### config.mk
export PLATFORM = sky130hd
export DESIGN_NAME = ecc_top
export DESIGN_NICKNAME = d
export VERILOG_FILES = /design/src/core/ecc_pkg.sv /design/src/core/ecc_out_chan.sv /design/src/core/ecc_top.sv
export SDC_FILE = /design/constraint.sdc
export NUM_CORES = 1
export LEC_CHECK = 0
export BUFFER_PORTS_ARGS = -buffer_cell sky130_fd_sc_hd__buf_4
export CAP_MARGIN = 20
export CORE_ASPECT_RATIO = 0.7
export CORE_MARGIN = 2
export CORE_UTILIZATION = 35
export DETAILED_ROUTE_END_ITERATION = 16
export PLACE_DENSITY = 0.59
export RECOVER_POWER = 25
export SYNTH_ARGS = -nofsm -noshare
export SYNTH_HDL_FRONTEND = slang
export SYNTH_SLANG_ARGS = --single-unit
export TNS_END_PERCENT = 30
### constraint.sdc
create_clock -name aclk -period 2.03 [get_ports aclk]
set_clock_uncertainty 0.1 [all_clocks]
set_input_delay 0.203 -clock aclk [delete_from_list [all_inputs] [get_ports aclk]]
set_output_delay 0.203 -clock aclk [all_outputs]
set_load 0.02 [all_outputs]
### src/core/ecc_pkg.sv
package ecc_pkg;
    // prescaler for the internal counting clock
    localparam int unsigned PRESCALE_DIV  = 12;
    localparam logic [3:0]  PRESCALE_LAST = 4'(PRESCALE_DIV - 1);

    // register byte offsets
    localparam logic [7:0] ADDR_EVENT_MODE = 8'h00;
    localparam logic [7:0] ADDR_OUT_MODE   = 8'h04;
    localparam logic [7:0] ADDR_CMP_A      = 8'h08;
    localparam logic [7:0] ADDR_CMP_B      = 8'h0C;
    localparam logic [7:0] ADDR_COUNTER    = 8'h10;
    localparam logic [7:0] ADDR_CAPTURE    = 8'h14;
    localparam logic [7:0] ADDR_IRQ_STAT   = 8'h18;
    localparam logic [7:0] ADDR_IRQ_MASK   = 8'h1C;
    localparam logic [7:0] ADDR_PIN_STAT   = 8'h20;

    // event mode register field positions
    localparam int unsigned EM_CLK_LSB = 0;
    localparam int unsigned EM_CLR_LSB = 2;
    localparam int unsigned EM_OTA_LSB = 4;
    localparam int unsigned EM_OTB_LSB = 6;

    // output mode register bit positions
    localparam int unsigned OM_DRV_A = 0;
    localparam int unsigned OM_INV_A = 1;
    localparam int unsigned OM_RST_A = 2;
    localparam int unsigned OM_SET_A = 3;
    localparam int unsigned OM_DRV_B = 4;
    localparam int unsigned OM_INV_B = 5;
    localparam int unsigned OM_RST_B = 6;
    localparam int unsigned OM_SET_B = 7;
    localparam logic [7:0]  OM_SELF_CLR = 8'hDD;

    // interrupt status bit positions
    localparam int unsigned IRQ_A    = 0;
    localparam int unsigned IRQ_B    = 1;
    localparam int unsigned IRQ_EDGE = 2;

    // reset values
    localparam logic [7:0]  EVENT_MODE_RST = 8'h00;
    localparam logic [7:0]  OUT_MODE_RST   = 8'h00;
    localparam logic [15:0] CMP_RST        = 16'h0000;
    localparam logic [2:0]  IRQ_MASK_RST   = 3'h0;

    // bus responses
    localparam logic [1:0] RESP_OKAY   = 2'h0;
    localparam logic [1:0] RESP_DECERR = 2'h3;

    typedef enum logic [1:0] {
        CLK_STOP  = 2'b00,
        CLK_GATED = 2'b01,
        CLK_FREE  = 2'b10,
        CLK_PIN   = 2'b11
    } ecc_clk_t;

    typedef enum logic [1:0] {
        CLR_NONE    = 2'b00,
        CLR_MATCH_B = 2'b01,
        CLR_EDGE    = 2'b10,
        CLR_HOLD    = 2'b11
    } ecc_clr_t;

    typedef enum logic [1:0] {
        TIM_NONE = 2'b00,
        TIM_A    = 2'b01,
        TIM_B    = 2'b10,
        TIM_AB   = 2'b11
    } ecc_tim_t;

    // field code to function tables, indexed by the two-bit field
    localparam ecc_clk_t CLK_TABLE [4] = '{CLK_STOP, CLK_GATED, CLK_FREE, CLK_PIN};
    localparam ecc_clr_t CLR_TABLE [4] = '{CLR_NONE, CLR_HOLD, CLR_EDGE, CLR_MATCH_B};
    localparam ecc_tim_t TIM_TABLE [4] = '{TIM_NONE, TIM_A, TIM_B, TIM_AB};
endpackage

### src/core/ecc_out_chan.sv
`timescale 1ns/1ps
module ecc_out_chan
    import ecc_pkg::*;
(
    // clock and reset
    input  wire logic aclk,
    input  wire logic aresetn,
    // control
    input  wire logic timing_evt,
    input  wire logic invert_en,
    input  wire logic drive_now,
    input  wire logic level_set,
    input  wire logic level_reset,
    // state
    output logic      next_level,
    output logic      pin_out
);
    logic lv_q;
    logic pin_q;

    // first stage: software set/reset beats the flip at timing
    always_ff @(posedge aclk) begin
        if (!aresetn) begin
            lv_q <= 1'b0;
        end else if (level_set) begin
            lv_q <= 1'b1;
        end else if (level_reset) begin
            lv_q <= 1'b0;
        end else if (timing_evt && invert_en) begin
            lv_q <= ~lv_q;
        end
    end

    // second stage: pin follows the level only at a timing event or a drive request
    always_ff @(posedge aclk) begin
        if (!aresetn) begin
            pin_q <= 1'b0;
        end else if (timing_evt || drive_now) begin
            pin_q <= lv_q;
        end
    end

    assign next_level = lv_q;
    assign pin_out    = pin_q;
endmodule

### src/core/ecc_top.sv
`timescale 1ns/1ps
// Summary of operation
// sixteen-bit upcounter, cleared by clear logic or a software write to its offset
// capture on count-input or square-out falling edge
// continuous equality compare against both registers
// three events: match a, match b, edge
// software writes 09H for pulse width
// edge captures, clears counter, raises edge event
// two-stage level flip-flop and output latch
// timing copies level to pin, optionally flips
// match b clears counter when selected
// software prepares compare a below compare b
// event mode fields: clock, clear, timings
// internal count clock is divide by twelve
// reset and stop zero both mode registers
// output mode: drive, invert, level set/reset
// drive and level bits clear themselves
// square output selectable as reference source
// two-bit fields decoded through lookup tables
module ecc_top
    import ecc_pkg::*;
(
    // clock and reset
    input  wire logic        aclk,
    input  wire logic        aresetn,
    // axi4-lite write address
    input  wire logic [7:0]  s_axi_awaddr,
    input  wire logic        s_axi_awvalid,
    output logic             s_axi_awready,
    // axi4-lite write data
    input  wire logic [31:0] s_axi_wdata,
    input  wire logic [3:0]  s_axi_wstrb,
    input  wire logic        s_axi_wvalid,
    output logic             s_axi_wready,
    // axi4-lite write response
    output logic [1:0]       s_axi_bresp,
    output logic             s_axi_bvalid,
    input  wire logic        s_axi_bready,
    // axi4-lite read address
    input  wire logic [7:0]  s_axi_araddr,
    input  wire logic        s_axi_arvalid,
    output logic             s_axi_arready,
    // axi4-lite read data
    output logic [31:0]      s_axi_rdata,
    output logic [1:0]       s_axi_rresp,
    output logic             s_axi_rvalid,
    input  wire logic        s_axi_rready,
    // pins and neighbours
    input  wire logic        count_input_pin,
    input  wire logic        timer_square_out,
    input  wire logic        hw_stop,
    output logic             counter_output_a,
    output logic             counter_output_b,
    // interrupt
    output logic             irq
);
    // byte-lane merge of a write into an old word
    function automatic logic [31:0] strobed(input logic [31:0] old_w,
                                            input logic [31:0] new_w,
                                            input logic [3:0]  st);
        logic [31:0] r;
        r = old_w;
        for (int i = 0; i < 4; i++) begin
            if (st[i]) begin
                r[i*8 +: 8] = new_w[i*8 +: 8];
            end
        end
        return r;
    endfunction

    // output timing field to event
    function automatic logic timing_hit(input logic [1:0] code,
                                        input logic       ev_a,
                                        input logic       ev_b);
        logic r;
        r = 1'b0;
        case (TIM_TABLE[code])
            TIM_NONE: r = 1'b0;
            TIM_A:    r = ev_a;
            TIM_B:    r = ev_b;
            TIM_AB:   r = ev_a | ev_b;
            default:  r = 1'b0;
        endcase
        return r;
    endfunction

    logic [7:0]  event_mode_register_q;
    logic [7:0]  output_mode_register_q;
    logic [7:0]  output_mode_register_d;
    logic [15:0] compare_reg_a_q;
    logic [15:0] compare_reg_b_q;
    logic [15:0] event_upcounter_q;
    logic [15:0] capture_register_q;
    logic [2:0]  irq_stat_q;
    logic [2:0]  irq_mask_q;
    logic [3:0]  presc_q;
    logic        ci_s1_q;
    logic        ci_s2_q;
    logic        ci_prev_q;
    logic        to_prev_q;
    logic        match_a_q;
    logic        match_b_q;

    logic        aw_held_q;
    logic [7:0]  aw_addr_q;
    logic        w_held_q;
    logic [31:0] w_data_q;
    logic [3:0]  w_strb_q;
    logic        bvalid_q;
    logic [1:0]  bresp_q;
    logic        rvalid_q;
    logic [31:0] rdata_q;
    logic [1:0]  rresp_q;

    logic        do_write;
    logic        wr_known;
    logic [31:0] rd_word;
    logic        rd_known;
    logic        phi12;
    logic        ci_fall;
    logic        to_fall;
    logic        tick;
    logic        cap_evt;
    logic        clr_evt;
    logic        match_a;
    logic        match_b;
    logic        ev_a;
    logic        ev_b;
    logic        tim_a;
    logic        tim_b;
    logic        lvl_a;
    logic        lvl_b;
    logic        out_a;
    logic        out_b;
    logic [2:0]  irq_set;
    logic [31:0] wr_merged;
    ecc_clk_t    clk_sel;
    ecc_clr_t    clr_sel;

    // field decode
    assign clk_sel = CLK_TABLE[event_mode_register_q[EM_CLK_LSB +: 2]];
    assign clr_sel = CLR_TABLE[event_mode_register_q[EM_CLR_LSB +: 2]];

    // write channel: address and data held independently
    assign s_axi_awready = ~aw_held_q;
    assign s_axi_wready  = ~w_held_q;
    assign do_write      = aw_held_q & w_held_q & ~bvalid_q;
    assign wr_merged     = strobed(32'h0000_0000, w_data_q, w_strb_q);

    always_ff @(posedge aclk) begin
        if (!aresetn) begin
            aw_held_q <= 1'b0;
            aw_addr_q <= 8'h00;
            w_held_q  <= 1'b0;
            w_data_q  <= 32'h0000_0000;
            w_strb_q  <= 4'h0;
        end else begin
            if (s_axi_awvalid && !aw_held_q) begin
                aw_held_q <= 1'b1;
                aw_addr_q <= s_axi_awaddr;
            end else if (do_write) begin
                aw_held_q <= 1'b0;
            end
            if (s_axi_wvalid && !w_held_q) begin
                w_held_q <= 1'b1;
                w_data_q <= s_axi_wdata;
                w_strb_q <= s_axi_wstrb;
            end else if (do_write) begin
                w_held_q <= 1'b0;
            end
        end
    end

    // write decode validity
    always_comb begin
        case (aw_addr_q)
            ADDR_EVENT_MODE, ADDR_OUT_MODE, ADDR_CMP_A, ADDR_CMP_B,
            ADDR_COUNTER, ADDR_CAPTURE, ADDR_IRQ_STAT, ADDR_IRQ_MASK,
            ADDR_PIN_STAT: wr_known = 1'b1;
            default:       wr_known = 1'b0;
        endcase
    end

    // write response, decode error on unmapped offsets
    always_ff @(posedge aclk) begin
        if (!aresetn) begin
            bvalid_q <= 1'b0;
            bresp_q  <= RESP_OKAY;
        end else if (do_write) begin
            bvalid_q <= 1'b1;
            bresp_q  <= wr_known ? RESP_OKAY : RESP_DECERR;
        end else if (s_axi_bready) begin
            bvalid_q <= 1'b0;
        end
    end

    assign s_axi_bvalid = bvalid_q;
    assign s_axi_bresp  = bresp_q;

    // event mode register; stop forces it clear
    always_ff @(posedge aclk) begin
        if (!aresetn || hw_stop) begin
            event_mode_register_q <= EVENT_MODE_RST;
        end else if (do_write && aw_addr_q == ADDR_EVENT_MODE && w_strb_q[0]) begin
            event_mode_register_q <= w_data_q[7:0];
        end
    end

    // one-shot bits live for a single cycle, which is when they act
    always_comb begin
        output_mode_register_d = output_mode_register_q & ~OM_SELF_CLR;
        if (do_write && aw_addr_q == ADDR_OUT_MODE && w_strb_q[0]) begin
            output_mode_register_d = w_data_q[7:0];
        end
    end

    always_ff @(posedge aclk) begin
        if (!aresetn || hw_stop) begin
            output_mode_register_q <= OUT_MODE_RST;
        end else begin
            output_mode_register_q <= output_mode_register_d;
        end
    end

    // compare registers, byte enables honoured
    always_ff @(posedge aclk) begin
        if (!aresetn) begin
            compare_reg_a_q <= CMP_RST;
            compare_reg_b_q <= CMP_RST;
        end else if (do_write) begin
            if (aw_addr_q == ADDR_CMP_A) begin
                compare_reg_a_q <= 16'(strobed({16'h0000, compare_reg_a_q}, w_data_q,
                                               w_strb_q));
            end
            if (aw_addr_q == ADDR_CMP_B) begin
                compare_reg_b_q <= 16'(strobed({16'h0000, compare_reg_b_q}, w_data_q,
                                               w_strb_q));
            end
        end
    end

    // count input crosses in; square output is same-clock logic
    always_ff @(posedge aclk) begin
        if (!aresetn) begin
            ci_s1_q   <= 1'b0;
            ci_s2_q   <= 1'b0;
            ci_prev_q <= 1'b0;
            to_prev_q <= 1'b0;
        end else begin
            ci_s1_q   <= count_input_pin;
            ci_s2_q   <= ci_s1_q;
            ci_prev_q <= ci_s2_q;
            to_prev_q <= timer_square_out;
        end
    end

    assign ci_fall = ci_prev_q & ~ci_s2_q;
    assign to_fall = to_prev_q & ~timer_square_out;

    // divide-by-twelve internal count clock as a one-cycle enable
    always_ff @(posedge aclk) begin
        if (!aresetn) begin
            presc_q <= 4'h0;
        end else if (presc_q == PRESCALE_LAST) begin
            presc_q <= 4'h0;
        end else begin
            presc_q <= presc_q + 4'h1;
        end
    end

    assign phi12 = (presc_q == PRESCALE_LAST);

    // counter input select
    always_comb begin
        case (clk_sel)
            CLK_STOP:  tick = 1'b0;
            CLK_GATED: tick = phi12 & ci_s2_q;
            CLK_FREE:  tick = phi12;
            CLK_PIN:   tick = ci_fall;
            default:   tick = 1'b0;
        endcase
    end

    // capture edge: square output stands in when the pin is counted
    assign cap_evt = (clk_sel == CLK_PIN) ? to_fall : ci_fall;

    // compare against both registers
    assign match_a = (event_upcounter_q == compare_reg_a_q);
    assign match_b = (event_upcounter_q == compare_reg_b_q);

    // match lasts while the count holds; events fire on its start only
    always_ff @(posedge aclk) begin
        if (!aresetn) begin
            match_a_q <= 1'b0;
            match_b_q <= 1'b0;
        end else begin
            match_a_q <= match_a;
            match_b_q <= match_b;
        end
    end

    assign ev_a = match_a & ~match_a_q;
    assign ev_b = match_b & ~match_b_q;

    // clear select
    always_comb begin
        case (clr_sel)
            CLR_NONE:    clr_evt = 1'b0;
            CLR_MATCH_B: clr_evt = match_b;
            CLR_EDGE:    clr_evt = cap_evt;
            CLR_HOLD:    clr_evt = 1'b1;
            default:     clr_evt = 1'b0;
        endcase
    end

    // upcounter; a software write to its offset also clears it
    always_ff @(posedge aclk) begin
        if (!aresetn) begin
            event_upcounter_q <= 16'h0000;
        end else if (clr_evt || (do_write && aw_addr_q == ADDR_COUNTER)) begin
            event_upcounter_q <= 16'h0000;
        end else if (tick) begin
            event_upcounter_q <= event_upcounter_q + 16'h0001;
        end
    end

    // capture takes the count before any same-cycle clear
    always_ff @(posedge aclk) begin
        if (!aresetn) begin
            capture_register_q <= 16'h0000;
        end else if (cap_evt) begin
            capture_register_q <= event_upcounter_q;
        end
    end

    // output channels
    assign tim_a = timing_hit(event_mode_register_q[EM_OTA_LSB +: 2], ev_a, ev_b);
    assign tim_b = timing_hit(event_mode_register_q[EM_OTB_LSB +: 2], ev_a, ev_b);

    ecc_out_chan u_chan_a (
        .aclk        (aclk),
        .aresetn     (aresetn),
        .timing_evt  (tim_a),
        .invert_en   (output_mode_register_q[OM_INV_A]),
        .drive_now   (output_mode_register_q[OM_DRV_A]),
        .level_set   (output_mode_register_q[OM_SET_A]),
        .level_reset (output_mode_register_q[OM_RST_A]),
        .next_level  (lvl_a),
        .pin_out     (out_a)
    );

    ecc_out_chan u_chan_b (
        .aclk        (aclk),
        .aresetn     (aresetn),
        .timing_evt  (tim_b),
        .invert_en   (output_mode_register_q[OM_INV_B]),
        .drive_now   (output_mode_register_q[OM_DRV_B]),
        .level_set   (output_mode_register_q[OM_SET_B]),
        .level_reset (output_mode_register_q[OM_RST_B]),
        .next_level  (lvl_b),
        .pin_out     (out_b)
    );

    assign counter_output_a = out_a;
    assign counter_output_b = out_b;

    // sticky status: a new event wins over a same-cycle clear
    assign irq_set = {cap_evt, ev_b, ev_a};

    always_ff @(posedge aclk) begin
        if (!aresetn) begin
            irq_stat_q <= 3'h0;
        end else if (do_write && aw_addr_q == ADDR_IRQ_STAT) begin
            irq_stat_q <= (irq_stat_q & ~wr_merged[2:0]) | irq_set;
        end else begin
            irq_stat_q <= irq_stat_q | irq_set;
        end
    end

    always_ff @(posedge aclk) begin
        if (!aresetn) begin
            irq_mask_q <= IRQ_MASK_RST;
        end else if (do_write && aw_addr_q == ADDR_IRQ_MASK && w_strb_q[0]) begin
            irq_mask_q <= w_data_q[2:0];
        end
    end

    assign irq = |(irq_stat_q & irq_mask_q);

    // read decode
    always_comb begin
        rd_word  = 32'h0000_0000;
        rd_known = 1'b1;
        case (s_axi_araddr)
            ADDR_EVENT_MODE: rd_word[7:0]  = event_mode_register_q;
            ADDR_OUT_MODE:   rd_word[7:0]  = output_mode_register_q;
            ADDR_CMP_A:      rd_word[15:0] = compare_reg_a_q;
            ADDR_CMP_B:      rd_word[15:0] = compare_reg_b_q;
            ADDR_COUNTER:    rd_word[15:0] = event_upcounter_q;
            ADDR_CAPTURE:    rd_word[15:0] = capture_register_q;
            ADDR_IRQ_STAT:   rd_word[2:0]  = irq_stat_q;
            ADDR_IRQ_MASK:   rd_word[2:0]  = irq_mask_q;
            ADDR_PIN_STAT:   rd_word[4:0]  = {ci_s2_q, lvl_b, lvl_a, out_b, out_a};
            default:         rd_known      = 1'b0;
        endcase
    end

    // read channel, one outstanding read
    assign s_axi_arready = ~rvalid_q;

    always_ff @(posedge aclk) begin
        if (!aresetn) begin
            rvalid_q <= 1'b0;
            rdata_q  <= 32'h0000_0000;
            rresp_q  <= RESP_OKAY;
        end else if (s_axi_arvalid && !rvalid_q) begin
            rvalid_q <= 1'b1;
            rdata_q  <= rd_word;
            rresp_q  <= rd_known ? RESP_OKAY : RESP_DECERR;
        end else if (s_axi_rready) begin
            rvalid_q <= 1'b0;
        end
    end

    assign s_axi_rvalid = rvalid_q;
    assign s_axi_rdata  = rdata_q;
    assign s_axi_rresp  = rresp_q;
endmodule

==> metrics.yaml <==
critical_path:
  r2r-start: "aw_addr_q[0]"
  cp-start-kind: "register"
  ff2ff_setup_slack_ns: -0.24
  arrival_ns: 2.48
  path_max_fanout: 16
  worst-path-buf-inv: 2
  path_depth: 7
  reg2reg_to: "event_upcounter_q[12]"
  cp_cell_sequence: "or4_4, or3_4, o21ai_0, buf_4, o21bai_2, buf_12, nor2_1"
  r2r_cells: 7
  cp.required_ns: 2.24
  crit_path_top_delay_cell: "or4_4"
  worst-setup-path-type: "register to register"
  critPathMaxStageDelay_ns: 0.52
  crit_path_end_kind: "register"
  cp_top_family: "simple AND/OR/NAND/NOR gates"
global_route:
  grt.overflow.total: 0
  gr-usage-all-layers_pct: 19.4
  grt_start_max_net_pins: 69
  antenna_found_initial: 0
  grt_pass1_wl_um: 30500
  grt_pass1_vias: 5556
drt:
  finalWirelength_um: 19500
  post_drt_via_cell_ratio: 4.92
  wl_per_cell_um: 15.9
  vias: 6033
  firstDrtPassIters: 8
  drc: 0
  first_iter_violations: 510
  drtAntennaViolNets: 0
final_layout:
  regArea_mm2: 0.00297
  layout_common_cells: "dfxtp_1 (140), buf_4 (126), nand2_1 (112)"
  multiInputGateArea_mm2: 0.00360
  areaGrowthSynthToFinish_pct: 32.8
  drive_gt1_share_pct: 21.1
  final_util_pct: 47.7
  fin_area_mm2: 0.00905
  n_antenna_cell: 0
  nets: 1013
  num-fill-cells: 1851
  mostFrequentLayoutCell: "dfxtp_1"
  fin_cells: 1226
hold_path:
  min_path_type: "input pin to register"
  min_path_cells: 3
  min_from: "aresetn"
  min_to: "presc_q[0]"
sta:
  slew_headroom_pct: 62.4
  fin_ws_ns: -0.240
  max_freq_mhz: 441
  worst_pin_slew_ns: 0.563
  min_period_ns: 2.27
  slew_viol_final: 0
  rsz0062_at_grt: "yes"
  hold_violations: 0
  period_share_pct: 112
  finalSetupViolations: 64
run:
  drv_cap: 0
synth:
  synth_edf_count: 0
  yosys_warnings: 0
  syn_area_per_cell_um2: 8.53
  synthFlopType: "dfxtp_1"
  synth.distinct_cells: 55
  syn-cell-area_mm2: 0.00682
  ys_seq_area_share_pct: 43.5
  ys_ff_latch: 148
  synth_cells: 799
  async_flop_share_pct: 0
clock_network:
  clk_path_buf_depth: 2
  clk-insertion-delay-late_ns: 0.43
  cts_sinks: 148
  cts_made_buffers: 17
  cts_tree: "done"
  cts.reportedPaths.clkPinSlew_ns: 0.07
  cts.htree.levels: 4
  cts-root-buf: "clkbuf_16"
pwr:
  p_comb_share_pct: 7.4
  pwr-share-seq_pct: 44.1
  vdd_ir_drop_max_mv: 0.439
  clock_power_share_pct: 48.4
  netSwitchingPower_w: 0.00164
  power_per_cell_area_mw_per_mm2: 758
  p_int_w: 0.00522
  power.leakage_nw: 3.79
  total_power_w: 0.00686
  netSwitchingFraction_pct: 23.9
floorplanning:
  dieHeight_um: 121
  ios: 106
  core_mm2: 0.0190
  die_area_mm2: 0.0206
  start_util_pct: 35.9
  dieWidth_um: 171
  rows: 42
place:
  io_buffers: 71
  numPlacedInstances: 1159
  place_ws_ns: -0.265
  placed_cell_area_mm2: 0.00804
  dp_hpwl_um: 14200
  gp_congestion: 0.833
outcome:
  failed_checks: "negative setup slack"
  status: "complete, but fails checks"
logic make-up after synthesis:
logic type	synth area share (%)
compound gates	11.5
xor+xnor	6.30
fa+ha+maj	0.367
buf+inv	5.75
flops	43.5
mux	10.5
other cells	0.0550
simple gates	22.0
worst register-to-register path, delay by kind of cell (launching register included):
family	cells	cell delay [ns]
flops	1	0.32
compound gates	2	0.42
simple gates	3	0.97
buf+inv	2	0.34
metal layers:
layer  up-vias  share of wire (%)  global-route usage, %
met3        14                7.6                   4.22
met4         0               0.65                   4.59
li1       3020                  -                      -
met2       196                 38                   25.1
met5         -                  0                      0
met1      2803                 53                   31.4
cell type report:
class | instances | share of cell area [%]
clock buffer | 19 | 5.01
multi-input combinational | 584 | 39.7
timing repair buffer | 186 | 16.4
tap | 264 | 3.65
inverter | 12 | 0.498
clock inverter | 13 | 1.89
sequential | 148 | 32.9
stage by stage:
| stage | TNS (ns) | hold slack (ns) |
|---|---|---|
| after global placement | -9.78 | 0.296 |
| after detailed placement | -11.66 | 0.296 |
| after CTS | -12.36 | 0.0126 |
| final | -11.20 | 0.0213 |
| after global routing | -17.50 | 0.0271 |
| after floorplan | -2.47 | 0.203 |
registers in the layout, summed over array words and instances (netlist names), 2 cells and up:
register / flops
capture_register_q: 16
w_strb_q: 2
w_data_q: 16
event_mode_register_q: 8
aw_addr_q: 8
event_upcounter_q: 16
irq_mask_q: 3
compare_reg_a_q: 16
s_axi_rdata: 16
output_mode_register_q: 8
irq_stat_q: 3
compare_reg_b_q: 16
presc_q: 4
power groups by stage:
stage                     Clock, W  Sequential (W)  Combinational (W)
after floorplan                  0         0.00308           0.000283
after global placement           0         0.00309           0.000459
after detailed placement         0         0.00309           0.000460
after CTS                  0.00336         0.00302           0.000513
after global routing       0.00348         0.00303           0.000556
final                      0.00332         0.00303           0.000510
Yosys cell counts, types with 2 or more instances:
library cell / number / share of area (%)
a211oi_1: 3 / 0.33
a21oi_1: 58 / 4.3
a221o_1: 6 / 0.88
a221oi_1: 6 / 0.77
a22oi_1: 11 / 1.2
a31oi_1: 4 / 0.37
a32o_1: 2 / 0.29
a32oi_1: 3 / 0.39
and2_1: 12 / 1.1
and3_1: 5 / 0.46
buf_1: 8 / 0.44
buf_2: 4 / 0.29
buf_4: 21 / 2.3
clkbuf_1: 37 / 2.0
dfxtp_1: 148 / 43
ha_1: 2 / 0.37
inv_1: 11 / 0.61
mux2_2: 2 / 0.33
mux2i_1: 67 / 9.8
nand2_1: 116 / 6.4
nand2b_1: 8 / 0.73
nand3_1: 14 / 1.0
nand3b_1: 5 / 0.55
nand4_1: 5 / 0.46
nand4b_1: 2 / 0.26
nor2_1: 104 / 5.7
nor2b_1: 8 / 0.73
nor3_1: 13 / 0.95
nor3b_1: 5 / 0.55
nor4_1: 11 / 1.0
nor4b_1: 4 / 0.51
o211ai_1: 3 / 0.33
o21ai_0: 15 / 1.1
o22ai_1: 3 / 0.28
o32ai_1: 2 / 0.26
or3_1: 4 / 0.37
or3b_2: 2 / 0.26
xnor2_1: 16 / 2.1
xor2_1: 33 / 4.2
how the worst max path moves through the flow:
stage          slack [ns]                     to         start
2_1_floorplan       -0.08    compare_reg_a_q[15]  aw_addr_q[0]
3_3_place_gp        -0.25     compare_reg_b_q[3]  aw_addr_q[0]
3_5_place_dp        -0.26     compare_reg_b_q[6]  aw_addr_q[0]
4_1_cts             -0.25    compare_reg_b_q[10]  aw_addr_q[0]
5_1_grt             -0.35    compare_reg_a_q[10]  aw_addr_q[0]
6_report            -0.24  event_upcounter_q[12]  aw_addr_q[0]
timing repair:
item,4_1_cts,5_1_grt
endpoints found under the hold margin,32,0
endpoints found under the setup margin,73,74
buffers inserted,1,1
hold buffers,33,0
pin swaps,6,12
gates resized for setup,10,20
No activity file was read; power rests on OpenSTA's default activity.
